**src/verilog/fvic_pkg.sv**
```systemverilog
// Package: constants, offsets and types of the four vector interrupt control
package fvic_pkg;

   // ----------------------------------------------------------------
   // Widths
   // ----------------------------------------------------------------
   localparam int ADDR_W = 8;
   localparam int DATA_W = 8;
   localparam int PC_W = 16;
   localparam int PERIPH_W = 8;
   localparam int EV_W = 5;

   // ----------------------------------------------------------------
   // Register offsets
   // ----------------------------------------------------------------
   localparam logic [ADDR_W-1:0] CPU_STATUS_OFS = 8'h06;
   localparam logic [ADDR_W-1:0] IRQ_STATUS_OFS = 8'h07;
   localparam logic [ADDR_W-1:0] PERIPH_FLAG_OFS = 8'h08;
   localparam logic [ADDR_W-1:0] PERIPH_ENABLE_OFS = 8'h09;
   localparam logic [ADDR_W-1:0] EVENT_STATUS_OFS = 8'h0A;
   localparam logic [ADDR_W-1:0] EVENT_MASK_OFS = 8'h0B;
   localparam logic [ADDR_W-1:0] EDGE_CTRL_OFS = 8'h0C;

   // ----------------------------------------------------------------
   // Field positions
   // ----------------------------------------------------------------
   localparam int GID_BIT = 4;
   localparam int ST_PERIPH_FLAG = 7;
   localparam int ST_TCK_FLAG = 6;
   localparam int ST_T0_FLAG = 5;
   localparam int ST_EXT_FLAG = 4;
   localparam int ST_PERIPH_EN = 3;
   localparam int ST_TCK_EN = 2;
   localparam int ST_T0_EN = 1;
   localparam int ST_EXT_EN = 0;
   localparam int EV_TAKE_EXT = 0;
   localparam int EV_TAKE_T0 = 1;
   localparam int EV_TAKE_TCK = 2;
   localparam int EV_TAKE_PERIPH = 3;
   localparam int EV_RETURN = 4;
   localparam int EDGE_EXT_BIT = 0;
   localparam int EDGE_TCK_BIT = 1;

   // ----------------------------------------------------------------
   // Reset values
   // ----------------------------------------------------------------
   localparam logic GID_RST = 1'b1;
   localparam logic [3:0] IRQ_ENABLE_RST = 4'h0;
   localparam logic [2:0] IRQ_FLAG_RST = 3'h0;
   localparam logic [PERIPH_W-1:0] PERIPH_FLAG_RST = 8'h00;
   localparam logic [PERIPH_W-1:0] PERIPH_ENABLE_RST = 8'h00;
   localparam logic [EV_W-1:0] EVENT_STATUS_RST = 5'h00;
   localparam logic [EV_W-1:0] EVENT_MASK_RST = 5'h00;
   localparam logic [1:0] EDGE_CTRL_RST = 2'h3;

   // ----------------------------------------------------------------
   // Vector addresses
   // ----------------------------------------------------------------
   localparam logic [PC_W-1:0] VEC_EXT = 16'h0008;
   localparam logic [PC_W-1:0] VEC_T0 = 16'h0010;
   localparam logic [PC_W-1:0] VEC_TCK = 16'h0018;
   localparam logic [PC_W-1:0] VEC_PERIPH = 16'h0020;

   // ----------------------------------------------------------------
   // Types
   // ----------------------------------------------------------------
   typedef enum logic [2:0] {
      SRC_NONE = 3'b000,
      SRC_EXT = 3'b001,
      SRC_T0 = 3'b010,
      SRC_TCK = 3'b011,
      SRC_PERIPH = 3'b100
   } fvic_src_e;

   typedef struct packed {
      logic [PC_W-1:0] vector_addr;
      logic [PC_W-1:0] return_addr;
      fvic_src_e source;
   } fvic_vector_s;

endpackage : fvic_pkg

```
**src/verilog/fvic_flag.sv**
```systemverilog
// Sticky flag bits: hardware set beats software load and clear
`timescale 1ns/10ps
module fvic_flag #(
   parameter int W = 1,
   parameter logic [W-1:0] RST_VAL = '0
) (
   input wire logic clk_i,
   input wire logic rst_n_i,
   input wire logic [W-1:0] set_i,
   input wire logic load_i,
   input wire logic [W-1:0] load_val_i,
   input wire logic [W-1:0] clr_i,
   output logic [W-1:0] q_o
);

   logic [W-1:0] q_reg;
   logic [W-1:0] q_next;

   // Set is ORed last so an event in a clearing cycle is never lost
   always_comb begin
      q_next = load_i ? load_val_i : (q_reg & ~clr_i);
      q_next = q_next | set_i;
   end

   always_ff @(posedge clk_i or negedge rst_n_i) begin
      if (!rst_n_i) begin
         q_reg <= RST_VAL;
      end else begin
         q_reg <= q_next;
      end
   end

   assign q_o = q_reg;

endmodule : fvic_flag

```
**src/verilog/fvic_pin_sync.sv**
```systemverilog
// Pin synchroniser with agreement filter and selectable edge detect
`timescale 1ns/10ps
module fvic_pin_sync (
   input wire logic clk_i,
   input wire logic rst_n_i,
   input wire logic pin_i,
   input wire logic rise_sel_i,
   output logic edge_o
);

   logic s1_reg;
   logic s2_reg;
   logic s3_reg;
   logic level_reg;
   logic agree;

   always_ff @(posedge clk_i or negedge rst_n_i) begin
      if (!rst_n_i) begin
         s1_reg <= 1'b0;
         s2_reg <= 1'b0;
         s3_reg <= 1'b0;
      end else begin
         s1_reg <= pin_i;
         s2_reg <= s1_reg;
         s3_reg <= s2_reg;
      end
   end

   // A change counts only once stages two and three agree
   assign agree = (s2_reg == s3_reg);

   always_ff @(posedge clk_i or negedge rst_n_i) begin
      if (!rst_n_i) begin
         level_reg <= 1'b0;
      end else if (agree) begin
         level_reg <= s3_reg;
      end
   end

   assign edge_o = agree && (s3_reg != level_reg) && (s3_reg == rise_sel_i);

endmodule : fvic_pin_sync

```
**src/verilog/fvic_core.sv**
```systemverilog
// Four vector interrupt control: flags, enables, priority and vectoring
//
// Decided for this implementation: the plain strobed port and the address map.
`timescale 1ns/10ps
module fvic_core
   import fvic_pkg::*;
(
   input wire logic CORE_CLK_I,
   input wire logic RESET_N_I,
   input wire logic [ADDR_W-1:0] REG_ADDR_I,
   input wire logic [DATA_W-1:0] REG_WDATA_I,
   input wire logic REG_WR_I,
   input wire logic REG_RD_I,
   output logic [DATA_W-1:0] REG_RDATA_O,
   input wire logic EXT_IRQ_PIN_I,
   input wire logic TIMER_CLOCK_PIN_I,
   input wire logic TIMER0_OVERFLOW_I,
   input wire logic [PERIPH_W-1:0] PERIPH_EVENT_I,
   input wire logic INSTR_BOUNDARY_I,
   input wire logic RETURN_FROM_IRQ_INSTR_I,
   input wire logic [PC_W-1:0] RETURN_ADDR_I,
   output logic IRQ_PENDING_O,
   output logic VECTOR_TAKE_O,
   output fvic_vector_s VECTOR_O,
   output logic GLOBAL_IRQ_DISABLE_O,
   output logic IRQ_O
);

   // ----------------------------------------------------------------
   // Declarations
   // ----------------------------------------------------------------
   logic global_irq_disable_reg;
   logic [3:0] irq_enable_reg;
   logic [1:0] edge_ctrl_reg;
   logic [EV_W-1:0] event_mask_reg;
   logic [PERIPH_W-1:0] periph_enable_reg;
   logic [DATA_W-1:0] rdata_reg;
   logic [DATA_W-1:0] rdata_next;
   logic take_reg;
   fvic_vector_s vector_reg;

   logic [2:0] irq_flag;
   logic [2:0] irq_flag_set;
   logic [2:0] irq_flag_clr;
   logic [PERIPH_W-1:0] periph_flag;
   logic [EV_W-1:0] event_status;
   logic [EV_W-1:0] event_set;
   logic [EV_W-1:0] event_clr;

   logic ext_pin_edge;
   logic timer_clock_pin_edge;
   logic ext_pin_irq_flag;
   logic timer0_overflow_flag;
   logic timer_clock_pin_flag;
   logic periph_group_flag;
   logic ext_pin_irq_enable;
   logic timer0_overflow_enable;
   logic timer_clock_pin_enable;
   logic periph_group_enable;
   logic req_ext;
   logic req_t0;
   logic req_tck;
   logic req_periph;
   logic irq_pending;
   logic take;
   fvic_src_e take_src;
   logic [PC_W-1:0] take_addr;

   logic wr_cpu_status;
   logic wr_irq_status;
   logic wr_periph_flag;
   logic wr_periph_enable;
   logic wr_event_mask;
   logic wr_edge_ctrl;
   logic rd_event_status;

   // ----------------------------------------------------------------
   // Register port decode
   // ----------------------------------------------------------------
   assign wr_cpu_status = REG_WR_I && (REG_ADDR_I == CPU_STATUS_OFS);
   assign wr_irq_status = REG_WR_I && (REG_ADDR_I == IRQ_STATUS_OFS);
   assign wr_periph_flag = REG_WR_I && (REG_ADDR_I == PERIPH_FLAG_OFS);
   assign wr_periph_enable = REG_WR_I && (REG_ADDR_I == PERIPH_ENABLE_OFS);
   assign wr_event_mask = REG_WR_I && (REG_ADDR_I == EVENT_MASK_OFS);
   assign wr_edge_ctrl = REG_WR_I && (REG_ADDR_I == EDGE_CTRL_OFS);
   assign rd_event_status = REG_RD_I && (REG_ADDR_I == EVENT_STATUS_OFS);

   // ----------------------------------------------------------------
   // Pin inputs
   // ----------------------------------------------------------------
   fvic_pin_sync u_ext_pin_sync (
      .clk_i(CORE_CLK_I),
      .rst_n_i(RESET_N_I),
      .pin_i(EXT_IRQ_PIN_I),
      .rise_sel_i(edge_ctrl_reg[EDGE_EXT_BIT]),
      .edge_o(ext_pin_edge)
   );

   fvic_pin_sync u_tck_pin_sync (
      .clk_i(CORE_CLK_I),
      .rst_n_i(RESET_N_I),
      .pin_i(TIMER_CLOCK_PIN_I),
      .rise_sel_i(edge_ctrl_reg[EDGE_TCK_BIT]),
      .edge_o(timer_clock_pin_edge)
   );

   // ----------------------------------------------------------------
   // Interrupt flags
   // ----------------------------------------------------------------
   // Events set flags with no regard to any enable
   assign irq_flag_set = {timer_clock_pin_edge, TIMER0_OVERFLOW_I,
                          ext_pin_edge};
   // Only timer0 is cleared by vectoring; pin flags stay for software
   assign irq_flag_clr = {1'b0, take && (take_src == SRC_T0),
                          1'b0};

   fvic_flag #(
      .W(3),
      .RST_VAL(IRQ_FLAG_RST)
   ) u_irq_flag (
      .clk_i(CORE_CLK_I),
      .rst_n_i(RESET_N_I),
      .set_i(irq_flag_set),
      .load_i(wr_irq_status),
      .load_val_i(REG_WDATA_I[ST_TCK_FLAG:ST_EXT_FLAG]),
      .clr_i(irq_flag_clr),
      .q_o(irq_flag)
   );

   assign ext_pin_irq_flag = irq_flag[0];
   assign timer0_overflow_flag = irq_flag[1];
   assign timer_clock_pin_flag = irq_flag[2];

   // Hardware never clears these; service software must do it
   fvic_flag #(
      .W(PERIPH_W),
      .RST_VAL(PERIPH_FLAG_RST)
   ) u_periph_flag (
      .clk_i(CORE_CLK_I),
      .rst_n_i(RESET_N_I),
      .set_i(PERIPH_EVENT_I),
      .load_i(wr_periph_flag),
      .load_val_i(REG_WDATA_I),
      .clr_i('0),
      .q_o(periph_flag)
   );

   assign periph_group_flag = |(periph_flag & periph_enable_reg);

   // ----------------------------------------------------------------
   // Enables and edge control
   // ----------------------------------------------------------------
   // Software should raise global disable first, since a request seen in
   // the same cycle as the enable write may still be taken
   always_ff @(posedge CORE_CLK_I or negedge RESET_N_I) begin
      if (!RESET_N_I) begin
         irq_enable_reg <= IRQ_ENABLE_RST;
      end else if (wr_irq_status) begin
         irq_enable_reg <= REG_WDATA_I[ST_PERIPH_EN:ST_EXT_EN];
      end
   end

   assign ext_pin_irq_enable = irq_enable_reg[ST_EXT_EN];
   assign timer0_overflow_enable = irq_enable_reg[ST_T0_EN];
   assign timer_clock_pin_enable = irq_enable_reg[ST_TCK_EN];
   assign periph_group_enable = irq_enable_reg[ST_PERIPH_EN];

   always_ff @(posedge CORE_CLK_I or negedge RESET_N_I) begin
      if (!RESET_N_I) begin
         periph_enable_reg <= PERIPH_ENABLE_RST;
      end else if (wr_periph_enable) begin
         periph_enable_reg <= REG_WDATA_I;
      end
   end

   always_ff @(posedge CORE_CLK_I or negedge RESET_N_I) begin
      if (!RESET_N_I) begin
         edge_ctrl_reg <= EDGE_CTRL_RST;
      end else if (wr_edge_ctrl) begin
         edge_ctrl_reg <= REG_WDATA_I[1:0];
      end
   end

   // ----------------------------------------------------------------
   // Request qualification and priority
   // ----------------------------------------------------------------
   assign req_ext = ext_pin_irq_flag && ext_pin_irq_enable;
   assign req_t0 = timer0_overflow_flag && timer0_overflow_enable;
   assign req_tck = timer_clock_pin_flag && timer_clock_pin_enable;
   assign req_periph = periph_group_flag && periph_group_enable;

   assign irq_pending = (req_ext || req_t0 || req_tck || req_periph)
                        && !global_irq_disable_reg;
   // Taking only at a boundary lets the current instruction finish
   assign take = irq_pending && INSTR_BOUNDARY_I;

   always_comb begin
      take_src = SRC_NONE;
      take_addr = VEC_PERIPH;
      if (req_ext) begin
         take_src = SRC_EXT;
         take_addr = VEC_EXT;
      end else if (req_t0) begin
         take_src = SRC_T0;
         take_addr = VEC_T0;
      end else if (req_tck) begin
         take_src = SRC_TCK;
         take_addr = VEC_TCK;
      end else if (req_periph) begin
         take_src = SRC_PERIPH;
         take_addr = VEC_PERIPH;
      end
   end

   // ----------------------------------------------------------------
   // Global interrupt disable
   // ----------------------------------------------------------------
   // Acceptance beats a software clear in the same cycle, so a set that
   // races an interrupt is never undone behind software's back
   always_ff @(posedge CORE_CLK_I or negedge RESET_N_I) begin
      if (!RESET_N_I) begin
         global_irq_disable_reg <= GID_RST;
      end else if (take) begin
         global_irq_disable_reg <= 1'b1;
      end else if (wr_cpu_status) begin
         global_irq_disable_reg <= REG_WDATA_I[GID_BIT];
      end else if (RETURN_FROM_IRQ_INSTR_I) begin
         global_irq_disable_reg <= 1'b0;
      end
   end

   // ----------------------------------------------------------------
   // Vector hand-off to the sequencer
   // ----------------------------------------------------------------
   always_ff @(posedge CORE_CLK_I or negedge RESET_N_I) begin
      if (!RESET_N_I) begin
         take_reg <= 1'b0;
      end else begin
         take_reg <= take;
      end
   end

   always_ff @(posedge CORE_CLK_I or negedge RESET_N_I) begin
      if (!RESET_N_I) begin
         vector_reg <= '{vector_addr: 16'h0000, return_addr: 16'h0000,
                         source: SRC_NONE};
      end else if (take) begin
         vector_reg <= '{vector_addr: take_addr,
                         return_addr: RETURN_ADDR_I,
                         source: take_src};
      end
   end

   // ----------------------------------------------------------------
   // Event status, mask and interrupt output
   // ----------------------------------------------------------------
   always_comb begin
      event_set = '0;
      event_set[EV_TAKE_EXT] = take && (take_src == SRC_EXT);
      event_set[EV_TAKE_T0] = take && (take_src == SRC_T0);
      event_set[EV_TAKE_TCK] = take && (take_src == SRC_TCK);
      event_set[EV_TAKE_PERIPH] = take && (take_src == SRC_PERIPH);
      event_set[EV_RETURN] = RETURN_FROM_IRQ_INSTR_I;
   end

   assign event_clr = rd_event_status ? {EV_W{1'b1}} : '0;

   fvic_flag #(
      .W(EV_W),
      .RST_VAL(EVENT_STATUS_RST)
   ) u_event_status (
      .clk_i(CORE_CLK_I),
      .rst_n_i(RESET_N_I),
      .set_i(event_set),
      .load_i(1'b0),
      .load_val_i('0),
      .clr_i(event_clr),
      .q_o(event_status)
   );

   always_ff @(posedge CORE_CLK_I or negedge RESET_N_I) begin
      if (!RESET_N_I) begin
         event_mask_reg <= EVENT_MASK_RST;
      end else if (wr_event_mask) begin
         event_mask_reg <= REG_WDATA_I[EV_W-1:0];
      end
   end

   // ----------------------------------------------------------------
   // Read data
   // ----------------------------------------------------------------
   always_comb begin
      rdata_next = '0;
      unique case (REG_ADDR_I)
         CPU_STATUS_OFS: begin
            rdata_next[GID_BIT] = global_irq_disable_reg;
         end
         IRQ_STATUS_OFS: begin
            rdata_next = {periph_group_flag, timer_clock_pin_flag,
                          timer0_overflow_flag, ext_pin_irq_flag,
                          irq_enable_reg};
         end
         PERIPH_FLAG_OFS: begin
            rdata_next = periph_flag;
         end
         PERIPH_ENABLE_OFS: begin
            rdata_next = periph_enable_reg;
         end
         EVENT_STATUS_OFS: begin
            rdata_next[EV_W-1:0] = event_status;
         end
         EVENT_MASK_OFS: begin
            rdata_next[EV_W-1:0] = event_mask_reg;
         end
         EDGE_CTRL_OFS: begin
            rdata_next[1:0] = edge_ctrl_reg;
         end
         default: begin
            rdata_next = '0;
         end
      endcase
   end

   // Data stand only in the cycle after the read strobe
   always_ff @(posedge CORE_CLK_I or negedge RESET_N_I) begin
      if (!RESET_N_I) begin
         rdata_reg <= '0;
      end else if (REG_RD_I) begin
         rdata_reg <= rdata_next;
      end else begin
         rdata_reg <= '0;
      end
   end

   // ----------------------------------------------------------------
   // Outputs
   // ----------------------------------------------------------------
   assign REG_RDATA_O = rdata_reg;
   assign IRQ_PENDING_O = irq_pending;
   assign VECTOR_TAKE_O = take_reg;
   assign VECTOR_O = vector_reg;
   assign GLOBAL_IRQ_DISABLE_O = global_irq_disable_reg;
   assign IRQ_O = |(event_status & event_mask_reg);

endmodule : fvic_core

```
**config.mk**
```make
export PLATFORM = sky130hd
export DESIGN_NAME = fvic_core
export DESIGN_NICKNAME = d
export VERILOG_FILES = /design/src/verilog/fvic_pkg.sv /design/src/verilog/fvic_flag.sv /design/src/verilog/fvic_pin_sync.sv /design/src/verilog/fvic_core.sv
export SDC_FILE = /design/constraint.sdc
export NUM_CORES = 1
export LEC_CHECK = 0
export BUFFER_PORTS_ARGS = -buffer_cell sky130_fd_sc_hd__clkbuf_2
export CAP_MARGIN = 15
export CORE_MARGIN = 2
export CORE_UTILIZATION = 50
export DETAILED_ROUTE_END_ITERATION = 6
export HOLD_SLACK_MARGIN = 0.06
export PLACE_DENSITY = 0.77
export SETUP_SLACK_MARGIN = 0.1
export SYNTH_ARGS = -nofsm -noshare
export SYNTH_HDL_FRONTEND = slang
export SYNTH_SLANG_ARGS = --single-unit
```
**constraint.sdc**
```tcl
create_clock -name CORE_CLK_I -period 3.8 [get_ports CORE_CLK_I]
set_clock_uncertainty 0.15 [all_clocks]
set_input_delay 0 -clock CORE_CLK_I [delete_from_list [all_inputs] [get_ports CORE_CLK_I]]
set_output_delay 0 -clock CORE_CLK_I [all_outputs]
set_load 0.02 [all_outputs]
```
==> metrics <==
Worst Tran Pin Value=0.9916 ns; final instance area=4454 um2; CP Max Fanout=19; DR vias=2,587; initial antenna violation count=0; CP arrival=2.85 ns; Commonest cells post-synth=dfrtp_1 (70), mux2_2 (39), buf_4 (17), nor2_1 (17), nand2_1 (13); relative slew slack=33.51%; critical path data required time=3.89 ns; area grow syn2layout=33.68%; ANT nets after route=0; post-cts sizing count=0; Netlist cell types=42; leading area contributor after synthesis=dfrtp_1; drt wl/cell=17.11 um; status=completed; largest net degree at the start of global routing=44; CP Launch Type=flop; share of the synthesized area in the top cell type=52.57%; minimum clock period=2.754 ns; vias per inst=5.504; chip width=85.63 um; worst vdd ir=0.4485 mV; power per cell area=475.1 nW/um2; Syn Inst Count=252; CTS tree=yes; TNS Setup=0 ns; vias in the first global route=2,698; max incr delay on CP=0.80 ns; CP max-delay cell=a21boi_2; part of the cycle the worst path needs=72.48%; RSZ-0062 raised after global routing=no; clock sinks=73; All-Layer GR Usage=23.43%; Boundary Pins=96; Max Fclk=0.3631 GHz; Synth area leaders=dfrtp_1 (53%), mux2_2 (13%), buf_4 (3.8%); sequential-to-total area share from yosys stat=54.94%; kind of critical path=flop to flop; Final WS setup=1.046 ns; initial core utilization=52.17%; ys flop type=dfrtp_1; yosys warns=0; gpl congestion=0.8583; core box area=6386 um2; Rows=29; critical-path cell list=a222oi_1 > nand2b_1 > a21boi_2 > mux2_2; die footprint=7333 um2; Async SR Flop Fraction=100.0%; DR pass1 iterations=5; port bufs=82; post-place setup slack=1.069 ns; number of synthesized flops with an enable pin=0; Max-Cap Viols=0; max reg flops=20; H-tree level count=3; hold crit path type=primary input to flop; Routed WL=8041 um; DRC Markers=0; count of pins over their slew limit=0; GRT overflow=0; syn avg cell area=13.22 um2; Clock Tree Root=clkbuf_8; total leakage power=0.002029 uW; placed cell area=3731 um2; Clock Path Buffers=2; Crit path buffers/inverters=0; Fin. Hold Viols=0; global-route wire length before repair=12,920 um; height of the die=85.63 um; FF-to-FF setup slack=1.05 ns; DP Wirelength=5412 um; nets=437; final setup fails=0; # diodes=0; Critical Path Sink Type=flop; proportion of layout cells with a drive suffix above 1=39.44%; most numerous cell in the Yosys netlist=dfrtp_1; CTS Buf Count=9; DR iter-0 viols=188; clock-pin slew on the worst setup and hold paths=0.08 ns; Seq cells post-synth=73; Worst path top cell family by delay=compound AO/OA/AOI/OAI gates; Mapped Area=3332 um2; Clock Latency Late Sink=0.35 ns
## layer usage
metal | vias up | global-route usage [%] | share of wire, %
li1 | 1164 | - | -
met3 | 18 | 4.909 | 6.8
met2 | 118 | 39.77 | 50
met1 | 1287 | 28.71 | 40
met4 | 0 | 10.97 | 2.4
met5 | - | 0 | 0
## what timing repair did
item	CTS	global route
hold endpoints to repair	102	0
hold buffers	52	0
setup buffers	0	0
## power breakdown
part | internal, uW | leakage (uW) | total, uW | switching, uW
clock network | 322 | 0.000103 | 617 | 295
logic | 233 | 0.00105 | 521 | 288
registers | 900 | 0.000879 | 977 | 77.5
## path summary, 6_finish.rpt
check	from	endpoint	cells past startpoint
max in group asynchronous	RESET_N_I	GLOBAL_IRQ_DISABLE_O	3
setup / recovery	irq_enable_reg[1]	VECTOR_O[11]	4
hold reg to reg	u_tck_pin_sync.s1_reg	u_tck_pin_sync.s2_reg	0
setup reg to reg	irq_enable_reg[1]	VECTOR_O[11]	4
min in group asynchronous	RESET_N_I	u_periph_flag.q_o[5]	2
hold / removal	TIMER_CLOCK_PIN_I	u_tck_pin_sync.s1_reg	2
## cells in the final DEF, fill, tap and decap left out, types with 3 or more instances in the layout
| master | Yosys | layout |
|---|---|---|
| dfstp_2 | 3 | 3 |
| a22oi_1 | 12 | 12 |
| dfrtp_1 | 70 | 70 |
| conb_1 | 1 | 13 |
| a21oi_1 | 3 | 3 |
| clkbuf_2 | 0 | 81 |
| clkbuf_8 | 0 | 10 |
| nor2b_1 | 9 | 9 |
| nand2_1 | 13 | 13 |
| mux4_2 | 5 | 5 |
| mux2i_1 | 12 | 12 |
| inv_1 | 3 | 3 |
| nor2_1 | 17 | 17 |
| dlygate4sd3_1 | 0 | 52 |
| mux2_2 | 39 | 39 |
| nand4b_1 | 4 | 4 |
| nand3_1 | 3 | 3 |
| nand4_1 | 3 | 3 |
## kinds of logic after synthesis
group / after synthesis / share of synthesized area, %
compound gates: 30 / 7.022
fa+ha+maj: 2 / 0.6009
buf+inv: 25 / 5.257
flops: 73 / 54.94
mux: 56 / 20.17
other cells: 1 / 0.1125
simple gates: 65 / 11.90
## worst reg2reg max path, stage by stage (launching register included)
cell,delay [ns]
dfrtp_1,0.45
a222oi_1,0.55
nand2b_1,0.27
a21boi_2,0.80
mux2_2,0.43
## stage by stage
stage | hold slack (ns) | std cells | utilization [%] | total power, uW
after floorplan | -0.4456 | 264 | - | 1294
after global placement | -0.04076 | 402 | 58.42 | 1461
after detailed placement | -0.03999 | 402 | 58.42 | 1476
after CTS | 0.1370 | 470 | 69.75 | 2127
after global routing | 0.1514 | 470 | 69.75 | 2213
final | 0.1553 | 470 | 69.75 | 2116
## final cells by class
class                      instances  area [um2]
timing repair buffer             135       938.4
clock buffer                      10       137.6
tap                               77       96.34
sequential                        73        1831
clock inverter                     6       65.06
fill                             473        1932
multi-input combinational        166        1375
inverter                           3       11.26
No activity file was read; power rests on OpenSTA's default activity.
